## config.mk

```make
export PLATFORM = sky130hd
export DESIGN_NAME = pulse_train_scaling
export DESIGN_NICKNAME = d
export VERILOG_FILES = /design/src/rtl/pulse_train_pkg.sv /design/src/rtl/pulse_train_scaling.sv /design/src/rtl/seq_divider.sv
export SDC_FILE = /design/constraint.sdc
export NUM_CORES = 2
export LEC_CHECK = 0
export ABC_AREA = 1
export ABC_CLOCK_PERIOD_IN_PS = 12100
export BUFFER_PORTS_ARGS = -buffer_cell sky130_fd_sc_hd__buf_2
export CAP_MARGIN = 15
export CORE_ASPECT_RATIO = 0.75
export CORE_MARGIN = 2
export CORE_UTILIZATION = 30
export DETAILED_ROUTE_END_ITERATION = 10
export GPL_TIMING_DRIVEN = 0
export PLACE_DENSITY_LB_ADDON = 0.3
export SLEW_MARGIN = 20
export SYNTH_ARGS = -nofsm -noshare
export SYNTH_HDL_FRONTEND = slang
export SYNTH_SLANG_ARGS = --single-unit
export TNS_END_PERCENT = 50
```

## constraint.sdc

```tcl
create_clock -name pclk -period 12.1 [get_ports pclk]
set_clock_uncertainty 0.2 [all_clocks]
set_input_delay 2.42 -clock pclk [delete_from_list [all_inputs] [get_ports pclk]]
set_output_delay 2.42 -clock pclk [all_outputs]
set_load 0.01 [all_outputs]
```

## src/rtl/pulse_train_pkg.sv

```systemverilog
// Constants, register map and types shared by the pulse-train scaling block.
package pulse_train_pkg;
   localparam int CLK_HZ = 100_000_000;
   localparam int MEAS_TIME_MS = 1000;
   localparam int FILT_STEP_MS = 10;
   localparam int MEAS_CYCLES = CLK_HZ / 1000 * MEAS_TIME_MS;
   localparam int STEP_CYCLES = CLK_HZ / 1000 * FILT_STEP_MS;
   localparam logic [26:0] HALF_PERIOD_ACC = 27'(CLK_HZ / 2);
   localparam logic [15:0] MAX_PULSE_HZ = 16'h7d00;
   // Register byte offsets.
   localparam logic [7:0] FUNC_SEL_OFS = 8'h00;
   localparam logic [7:0] IN_SCALE_OFS = 8'h04;
   localparam logic [7:0] IN_GAIN_OFS = 8'h08;
   localparam logic [7:0] IN_BIAS_OFS = 8'h0c;
   localparam logic [7:0] FILTER_OFS = 8'h10;
   localparam logic [7:0] MON_SEL_OFS = 8'h14;
   localparam logic [7:0] OUT_SCALE_OFS = 8'h18;
   localparam logic [7:0] MEAS_FREQ_OFS = 8'h1c;
   localparam logic [7:0] LEVEL_OFS = 8'h20;
   localparam logic [7:0] OUT_FREQ_OFS = 8'h24;
   // Reset values and ranges; percentages in 0.1 percent, filter time in 10 ms.
   localparam logic [2:0] FUNC_SEL_RST = 3'h0;
   localparam logic [2:0] FUNC_SEL_MAX = 3'h4;
   localparam logic [2:0] FUNC_SPEED_FB = 3'h3;
   localparam logic [15:0] IN_SCALE_RST = 16'h05a0;
   localparam logic [15:0] IN_SCALE_MIN = 16'h0064;
   localparam logic [15:0] IN_GAIN_RST = 16'h03e8;
   localparam logic [15:0] IN_GAIN_MAX = 16'h2710;
   localparam logic [15:0] IN_BIAS_RST = 16'h0000;
   localparam logic signed [15:0] IN_BIAS_LIM = 16'sh03e8;
   localparam logic [7:0] FILTER_RST = 8'h0a;
   localparam logic [7:0] FILTER_MAX = 8'hc8;
   localparam logic [9:0] MON_SEL_RST = 10'h066;
   localparam logic [9:0] MON_OUT_FREQ = 10'h066;
   localparam logic [15:0] OUT_SCALE_RST = 16'h05a0;
   localparam logic [15:0] MON_FULL_SCALE = 16'h03e8;
   localparam int FILT_FRAC = 8;

   typedef enum logic [3:0] {
      SEQ_IDLE = 4'b0001,
      SEQ_LEVEL = 4'b0010,
      SEQ_FILTER = 4'b0100,
      SEQ_OUTPUT = 4'b1000
   } seq_t;

   // Monitor codes accepted by the pulse output selector.
   function automatic logic mon_code_ok(input logic [9:0] c);
      return c == 10'h000 || c == 10'h01f || c == 10'h065 || c == 10'h066 ||
         c == 10'h069 || c == 10'h074 || c == 10'h1f5 || c == 10'h1f6 ||
         (c >= 10'h321 && c <= 10'h329);
   endfunction

   function automatic logic [31:0] abs32(input logic signed [31:0] v);
      return v < 0 ? 32'(-v) : 32'(v);
   endfunction
endpackage

```

## src/rtl/pulse_train_scaling.sv

```systemverilog
// Pulse-train input measurement and scaling, and monitor pulse-train output, with APB registers.
//
// Implementation choices: the APB interface to the registers and the register addresses.
module pulse_train_scaling #(
   parameter int MEAS_CYC = pulse_train_pkg::MEAS_CYCLES,
   parameter int STEP_CYC = pulse_train_pkg::STEP_CYCLES
) (
   // Clock and reset
   input wire logic pclk,
   input wire logic presetn,
   // APB slave
   input wire logic psel,
   input wire logic penable,
   input wire logic pwrite,
   input wire logic [7:0] paddr,
   input wire logic [31:0] pwdata,
   output logic [31:0] prdata,
   output logic pready,
   output logic pslverr,
   // Pulse pins
   input wire logic pulse_input_terminal,
   input wire logic rotation_reverse_in,
   output logic pulse_output_terminal,
   // Drive side
   input wire logic signed [15:0] monitor_level,
   input wire logic [15:0] drive_out_freq,
   output logic [9:0] pulse_output_monitor_select,
   output logic [2:0] pulse_input_function_select,
   output logic signed [15:0] function_level
);
   typedef struct packed {
      logic [1:0] pin_sync;
      logic [1:0] dir_sync;
      logic pin_prev;
      logic [15:0] edges;
      logic [31:0] gate_cnt;
      logic [31:0] step_cnt;
      logic [15:0] freq;
      logic [2:0] func_sel;
      logic [15:0] in_scale;
      logic [15:0] in_gain;
      logic [15:0] in_bias;
      logic [7:0] filt_time;
      logic [9:0] mon_sel;
      logic [15:0] out_scale;
      logic [15:0] raw_level;
      logic [23:0] filt;
      logic [15:0] level;
      logic [15:0] fout;
      logic [26:0] acc;
      logic pulse;
      pulse_train_pkg::seq_t seq;
      logic neg;
      logic [31:0] prdata;
      logic pready;
      logic pslverr;
   } st_t;

   st_t s_q, s_d;
   logic div_start, div_done;
   logic [31:0] div_num, div_q;
   logic [15:0] div_den;
   logic signed [31:0] tmp, sum;
   logic wr_ok;
   logic [15:0] fsel;

   seq_divider u_div (
      .pclk(pclk),
      .presetn(presetn),
      .start(div_start),
      .dividend(div_num),
      .divisor(div_den),
      .done(div_done),
      .quotient(div_q)
   );

   function automatic logic signed [15:0] sat16(input logic signed [31:0] v);
      if (v > 32767) return 16'sh7fff;
      if (v < -32768) return 16'sh8000;
      return v[15:0];
   endfunction

   // The divider works on magnitudes, so the sign stripped before it is put back here.
   function automatic logic signed [31:0] signed_quo(input logic neg, input logic [31:0] q);
      return neg ? -signed'(q) : signed'(q);
   endfunction

   always_comb begin
      s_d = s_q;
      div_start = 1'b0;
      div_num = 32'h00000000;
      div_den = 16'h0001;
      tmp = 32'sh0;
      sum = 32'sh0;
      wr_ok = 1'b1;
      fsel = 16'h0000;
      // The pin is sampled twice before the edge detector reads it.
      s_d.pin_sync = {s_q.pin_sync[0], pulse_input_terminal};
      s_d.dir_sync = {s_q.dir_sync[0], rotation_reverse_in};
      s_d.pin_prev = s_q.pin_sync[1];
      // Frequency in Hz is the rising-edge count over a one-second gate.
      if (s_q.pin_sync[1] && !s_q.pin_prev && s_q.edges != 16'hffff) begin
         s_d.edges = s_q.edges + 16'h0001;
      end
      if (s_q.gate_cnt == 32'(MEAS_CYC - 1)) begin
         s_d.gate_cnt = 32'h00000000;
         s_d.freq = s_d.edges;
         s_d.edges = 16'h0000;
      end else begin
         s_d.gate_cnt = s_q.gate_cnt + 32'h00000001;
      end
      // Every step the divider runs level, then filter, then output frequency.
      if (s_q.step_cnt == 32'(STEP_CYC - 1)) begin
         s_d.step_cnt = 32'h00000000;
      end else begin
         s_d.step_cnt = s_q.step_cnt + 32'h00000001;
      end
      unique case (s_q.seq)
         pulse_train_pkg::SEQ_IDLE: begin
            if (s_q.step_cnt == 32'(STEP_CYC - 1)) begin
               tmp = (32'(signed'(s_q.in_gain)) - 32'(signed'(s_q.in_bias)))
                  * 32'(s_q.freq);
               s_d.neg = tmp < 0;
               div_num = pulse_train_pkg::abs32(tmp);
               div_den = s_q.in_scale;
               div_start = 1'b1;
               s_d.seq = pulse_train_pkg::SEQ_LEVEL;
            end
         end
         pulse_train_pkg::SEQ_LEVEL: begin
            if (div_done) begin
               // Zero frequency gives bias, scaling frequency gives gain.
               sum = 32'(signed'(s_q.in_bias)) + signed_quo(s_q.neg, div_q);
               if (s_q.func_sel == pulse_train_pkg::FUNC_SPEED_FB && s_q.dir_sync[1]) begin
                  sum = -sum;
               end
               if (s_q.func_sel > pulse_train_pkg::FUNC_SPEED_FB) begin
                  sum = 32'sh0;
               end
               s_d.raw_level = sat16(sum);
               tmp = (32'(signed'(s_d.raw_level)) <<< pulse_train_pkg::FILT_FRAC)
                  - 32'(signed'(s_q.filt));
               s_d.neg = tmp < 0;
               div_num = pulse_train_pkg::abs32(tmp);
               div_den = {8'h00, s_q.filt_time};
               div_start = 1'b1;
               s_d.seq = pulse_train_pkg::SEQ_FILTER;
            end
         end
         pulse_train_pkg::SEQ_FILTER: begin
            if (div_done) begin
               // Each 10 ms step moves step/T of the remaining error; zero time passes through.
               if (s_q.filt_time == 8'h00) begin
                  s_d.filt = 24'(signed'(s_q.raw_level)) <<< pulse_train_pkg::FILT_FRAC;
               end else begin
                  s_d.filt = 24'(32'(signed'(s_q.filt)) + signed_quo(s_q.neg, div_q));
               end
               s_d.level = s_d.filt[23:8];
               tmp = 32'(monitor_level);
               div_num = tmp < 0 ? 32'h00000000 : 32'(tmp) * 32'(s_q.out_scale);
               div_den = pulse_train_pkg::MON_FULL_SCALE;
               div_start = 1'b1;
               s_d.seq = pulse_train_pkg::SEQ_OUTPUT;
            end
         end
         pulse_train_pkg::SEQ_OUTPUT: begin
            if (div_done) begin
               fsel = div_q > 32'(pulse_train_pkg::MAX_PULSE_HZ) ? 16'hffff : div_q[15:0];
               if (s_q.mon_sel == pulse_train_pkg::MON_OUT_FREQ && s_q.out_scale == 16'h0000) begin
                  fsel = drive_out_freq;
               end else if (s_q.mon_sel == 10'h000 || s_q.mon_sel == 10'h01f) begin
                  fsel = 16'h0000;
               end
               // Output rate is clamped to the pin's limit.
               s_d.fout = fsel > pulse_train_pkg::MAX_PULSE_HZ ?
                  pulse_train_pkg::MAX_PULSE_HZ : fsel;
               s_d.seq = pulse_train_pkg::SEQ_IDLE;
            end
         end
      endcase
      // Phase accumulator toggles the pin twice per output period.
      if (27'(s_q.acc + 27'(s_q.fout)) >= pulse_train_pkg::HALF_PERIOD_ACC) begin
         s_d.acc = 27'(s_q.acc + 27'(s_q.fout) - pulse_train_pkg::HALF_PERIOD_ACC);
         s_d.pulse = ~s_q.pulse;
      end else begin
         s_d.acc = 27'(s_q.acc + 27'(s_q.fout));
      end
      // APB: answer is prepared in the setup cycle, so access lasts one cycle.
      s_d.pready = 1'b0;
      if (psel && !penable) begin
         s_d.pready = 1'b1;
         s_d.pslverr = 1'b0;
         s_d.prdata = 32'h00000000;
         unique case (paddr)
            pulse_train_pkg::FUNC_SEL_OFS: begin
               s_d.prdata = 32'(s_q.func_sel);
               wr_ok = pwdata <= 32'(pulse_train_pkg::FUNC_SEL_MAX);
            end
            pulse_train_pkg::IN_SCALE_OFS: begin
               s_d.prdata = 32'(s_q.in_scale);
               wr_ok = pwdata >= 32'(pulse_train_pkg::IN_SCALE_MIN)
                  && pwdata <= 32'(pulse_train_pkg::MAX_PULSE_HZ);
            end
            pulse_train_pkg::IN_GAIN_OFS: begin
               s_d.prdata = 32'(s_q.in_gain);
               wr_ok = pwdata <= 32'(pulse_train_pkg::IN_GAIN_MAX);
            end
            pulse_train_pkg::IN_BIAS_OFS: begin
               s_d.prdata = 32'(signed'(s_q.in_bias));
               wr_ok = signed'(pwdata) >= -32'(pulse_train_pkg::IN_BIAS_LIM)
                  && signed'(pwdata) <= 32'(pulse_train_pkg::IN_BIAS_LIM);
            end
            pulse_train_pkg::FILTER_OFS: begin
               s_d.prdata = 32'(s_q.filt_time);
               wr_ok = pwdata <= 32'(pulse_train_pkg::FILTER_MAX);
            end
            pulse_train_pkg::MON_SEL_OFS: begin
               s_d.prdata = 32'(s_q.mon_sel);
               wr_ok = pwdata[31:10] == 22'h0
                  && pulse_train_pkg::mon_code_ok(pwdata[9:0]);
            end
            pulse_train_pkg::OUT_SCALE_OFS: begin
               s_d.prdata = 32'(s_q.out_scale);
               wr_ok = pwdata <= 32'(pulse_train_pkg::MAX_PULSE_HZ);
            end
            pulse_train_pkg::MEAS_FREQ_OFS: begin
               s_d.prdata = 32'(s_q.freq);
               wr_ok = 1'b0;
            end
            pulse_train_pkg::LEVEL_OFS: begin
               s_d.prdata = 32'(signed'(s_q.level));
               wr_ok = 1'b0;
            end
            pulse_train_pkg::OUT_FREQ_OFS: begin
               s_d.prdata = 32'(s_q.fout);
               wr_ok = 1'b0;
            end
            default: begin
               wr_ok = 1'b0;
               s_d.pslverr = 1'b1;
            end
         endcase
         // Out-of-range writes are refused whole rather than clipped.
         if (pwrite && !wr_ok) begin
            s_d.pslverr = 1'b1;
         end
      end
      if (psel && penable && s_q.pready && pwrite && !s_q.pslverr) begin
         unique case (paddr)
            pulse_train_pkg::FUNC_SEL_OFS: s_d.func_sel = pwdata[2:0];
            pulse_train_pkg::IN_SCALE_OFS: s_d.in_scale = pwdata[15:0];
            pulse_train_pkg::IN_GAIN_OFS: s_d.in_gain = pwdata[15:0];
            pulse_train_pkg::IN_BIAS_OFS: s_d.in_bias = pwdata[15:0];
            pulse_train_pkg::FILTER_OFS: s_d.filt_time = pwdata[7:0];
            pulse_train_pkg::MON_SEL_OFS: s_d.mon_sel = pwdata[9:0];
            pulse_train_pkg::OUT_SCALE_OFS: s_d.out_scale = pwdata[15:0];
            default: s_d.pslverr = s_q.pslverr;
         endcase
      end
   end

   always_ff @(posedge pclk or negedge presetn) begin
      if (!presetn) begin
         s_q <= '0;
         s_q.seq <= pulse_train_pkg::SEQ_IDLE;
         s_q.func_sel <= pulse_train_pkg::FUNC_SEL_RST;
         s_q.in_scale <= pulse_train_pkg::IN_SCALE_RST;
         s_q.in_gain <= pulse_train_pkg::IN_GAIN_RST;
         s_q.in_bias <= pulse_train_pkg::IN_BIAS_RST;
         s_q.filt_time <= pulse_train_pkg::FILTER_RST;
         s_q.mon_sel <= pulse_train_pkg::MON_SEL_RST;
         s_q.out_scale <= pulse_train_pkg::OUT_SCALE_RST;
      end else begin
         s_q <= s_d;
      end
   end

   assign prdata = s_q.prdata;
   assign pready = s_q.pready;
   assign pslverr = s_q.pslverr;
   assign pulse_output_terminal = s_q.pulse;
   assign pulse_output_monitor_select = s_q.mon_sel;
   assign pulse_input_function_select = s_q.func_sel;
   assign function_level = s_q.level;
endmodule

```

## src/rtl/seq_divider.sv

```systemverilog
// Unsigned restoring divider, one quotient bit per clock.
module seq_divider (
   // Clock and reset
   input wire logic pclk,
   input wire logic presetn,
   // Request
   input wire logic start,
   input wire logic [31:0] dividend,
   input wire logic [15:0] divisor,
   // Result
   output logic done,
   output logic [31:0] quotient
);
   typedef struct packed {
      logic busy;
      logic done;
      logic [5:0] cnt;
      logic [31:0] quo;
      logic [16:0] rem;
      logic [15:0] dsr;
   } div_t;

   div_t s_q, s_d;
   // One spare bit keeps the borrow apart from the top bit of a large trial difference.
   logic [17:0] trial;

   always_comb begin
      s_d = s_q;
      s_d.done = 1'b0;
      trial = {1'b0, s_q.rem[15:0], s_q.quo[31]} - {2'b00, s_q.dsr};
      if (start) begin
         s_d.busy = 1'b1;
         s_d.cnt = 6'h20;
         s_d.quo = dividend;
         s_d.rem = 17'h00000;
         s_d.dsr = divisor;
      end else if (s_q.busy) begin
         if (trial[17]) begin
            s_d.rem = {s_q.rem[15:0], s_q.quo[31]};
            s_d.quo = {s_q.quo[30:0], 1'b0};
         end else begin
            s_d.rem = trial[16:0];
            s_d.quo = {s_q.quo[30:0], 1'b1};
         end
         s_d.cnt = s_q.cnt - 6'h01;
         if (s_q.cnt == 6'h01) begin
            s_d.busy = 1'b0;
            s_d.done = 1'b1;
         end
      end
   end

   always_ff @(posedge pclk or negedge presetn) begin
      if (!presetn) begin
         s_q <= '0;
      end else begin
         s_q <= s_d;
      end
   end

   assign done = s_q.done;
   assign quotient = s_q.quo;
endmodule

```

==> results.toml <==
[clocking]
clock_path_buffers = 3
root_buffer = "clkbuf_16"
cts-hold-fix-buffers = 0
cts_inserted_buffers = 44
cts.sinks = 366
tritoncts = "done"
cts_max_level = 2
ctsResizeCount = 0
path_clk_slew_ns = 0.07
postCtsSetupBuffers = 0
worstSkewPairLatency_ns = 0.65

[routing]
top_layer = "met5"
route.met2.wl_um = 70780
met1_length_um = 86510
routed_via_density = 4.987
wl_met3_um = 18680
vias = 44996
drtPass1Iterations = 6
ant_nets = 0
drt-total-wl_um = 178800
wl_per_cell_um = 19.81
drc_errors = 0
drtIter0Drc = 4917

[global_routing]
grt_pass1_vias = 42808
grt_usage_pct = 21.65
grt_pass1_wl_um = 268400
antenna_found_initial = 4
grt_max_degree = 91
grt_overflow = 0

[sta]
hold_violations = 0
min_period_over_period_pct = 94.60
fmax_mhz = 87.36
final-setup-viol-count = 0
rsz0062_at_grt = "false"
slew_headroom_pct = 19.87
setup-tns-final_ns = 0
slew_viol_final = 0
worst_pin_slew_ns = 1.202
fin_crit_ns = 11.45

[critical_path]
crit_required_ns = 12.35
worstPathMaxFanout = 10
cp_slowest_cell = "xor2_1"
worstReg2RegEnd = "u_div.quotient[13]"
worstSetupEndpointType = "flop"
r2r_start = "u_div.quotient[0]"
start_kind = "flop"
cp_slowest_stage_delay_ns = 0.69
reg2reg_depth = 49
r2r_slack_ns = 0.65
path_class = "flop to flop"
crit_top_cell = "nand2_1"
arrival_ns = 11.70

[floorplan]
start_util_pct = 30.29
die-area_um2 = 162600
die_w_um = 464.9
io_pins = 143
die_y_um = 349.7
core_um2 = 157800
rows = 126

[synthesis]
synthTopCellsByArea = "fa_1 20%, dfrtp_1 18%, nand2_1 13%, inv_1 11%, ha_1 8.6%"
syn_nets = 7574
syn_inst = 6701
synthMostInstantiatedCell = "nand2_1"
seq_area_frac_synth_pct = 19.22
yosys-top-cells-count = "1,614 x nand2_1, 1,400 x inv_1, 543 x nor2_1"
synth-edff-count = 0
synth_cell_types = 71
ys.flop_type = "dfrtp_1"
yosysWarningCount = 0
syn_area_um2 = 47800
yosysTopAreaCellShare_pct = 19.52
syn_avg_cell_area_um2 = 7.133
synth-seq-cells = 366
async_flop_share_pct = 100.0
netlist.top_cell.by_area = "fa_1"

[power_and_ir_drop]
p_leak_nw = 27.25
p_per_area_nw_per_um2 = 55.91
ir_drop_mv = 0.09511

[final_layout]
final_net_count = 7748
fin_area_um2 = 52720
syn_to_final_growth_pct = 10.31
drive_gt1_share_pct = 6.138

[min_path]
whs_path_depth = 0
holdCritPathClass = "flop to flop"
min_to = "s_d[320]"
min_from = "s_d[324]"

[placed_design]
detailedPlacementHpwl_um = 150700
port_buffers = 123
gp_congestion = 1.027
placed_area_um2 = 51200

[outcome]
status = "completed"

[job]
drv_cap = 0
[cell type report]
class,instances,area (um^2)
buffer,250,1230
antenna,2,5.005
inverter,1426,5353
sequential,366,9186
fill,16917,105100
multi-input combinational,4659,32040
clock inverter,22,284.0
timing repair buffer,128,743.2
tap,2112,2643
clock buffer,57,1240
[cell usage in the layout (no fill, tap or decap), types with 16 or more instances in the layout]
| cell type | count |
|---|---|
| dfstp_2 | 21 |
| nand3_1 | 268 |
| o211ai_1 | 34 |
| buf_4 | 66 |
| xor2_1 | 146 |
| buf_2 | 128 |
| o2111ai_1 | 21 |
| dfrtp_1 | 344 |
| nor4_1 | 48 |
| or2_2 | 31 |
| ha_1 | 328 |
| clkbuf_1 | 174 |
| a221oi_1 | 19 |
| nand2_2 | 30 |
| xnor2_1 | 55 |
| inv_1 | 1400 |
| o22ai_1 | 71 |
| clkbuf_16 | 44 |
| clkinv_1 | 16 |
| nand4_1 | 105 |
| o21ai_0 | 319 |
| a21oi_1 | 265 |
| nor3_1 | 100 |
| nor2_1 | 543 |
| nand2_1 | 1614 |
| fa_1 | 466 |
[flip-flops by register name, indices dropped and copies added (netlist names)]
| signal | cells |
|---|---|
| pulse_output_terminal | 1 |
| u_div.done | 1 |
| pslverr | 1 |
| u_div.s_q | 39 |
| pulse_input_function_select | 3 |
| u_div.quotient | 32 |
| prdata | 17 |
| pulse_output_monitor_select | 10 |
| pready | 1 |
| s_d | 3 |
| s_q | 258 |
[layer usage]
| metal | vias to the layer above | track usage, % |
|---|---|---|
| li1 | 21192 | - |
| met1 | 21777 | 33.35 |
| met2 | 1862 | 30.52 |
| met3 | 161 | 5.191 |
| met4 | 4 | 3.624 |
| met5 | - | 0 |
[critical path: cells and delay by family, from the launching register on]
kind,cells,cell delay [ns]
fa+ha+maj,3,0.95
buf+inv,6,1.26
simple gates,27,3.99
compound gates,12,3.62
flops,1,0.53
xor+xnor,1,0.69
[cell families after synthesis]
logic type / Yosys count / synth area share [%]
buf+inv: 1676 / 13.77
simple gates: 2798 / 24.61
xor+xnor: 201 / 3.683
flops: 366 / 19.22
mux: 14 / 0.3298
fa+ha+maj: 794 / 28.10
compound gates: 852 / 10.29
[power by group]
part / leakage (nW) / internal, mW / switching (mW)
sequential: 4.65 / 1.23 / 0.00834
clock: 0.723 / 0.801 / 0.621
combinational: 21.9 / 0.0791 / 0.205
[how the worst max path moves through the flow]
stage / start / endpoint / slack, ns / cells after the start
final: u_div.quotient[0] / u_div.quotient[13] / 0.65 / 49
after floorplan: monitor_level[6] / u_div.quotient[29] / 3.63 / 27
after global routing: s_q[175] / u_div.quotient[27] / 0.12 / 51
after CTS: s_q[175] / u_div.quotient[25] / 0.97 / 51
after detailed placement: s_q[175] / u_div.quotient[25] / 1.07 / 51
after global placement: presetn / s_q[120] / 0.59 / 1
[metrics by stage]
stage | setup slack [ns] | util, % | std cells | power, mW | hold slack (ns)
floorplan | 3.629 | - | 6701 | 1.421 | 0.1312
global placement | 0.5859 | 32.35 | 8936 | 1.536 | 0.1338
detailed placement | 1.073 | 32.44 | 8941 | 1.542 | 0.1389
CTS | 0.9663 | 33.41 | 9020 | 2.967 | 0.1520
global route | 0.1245 | 33.41 | 9020 | 3.051 | 0.1581
finish | 0.6536 | 33.41 | 9022 | 2.948 | 0.1480
Power figures use the tool's default switching activity.
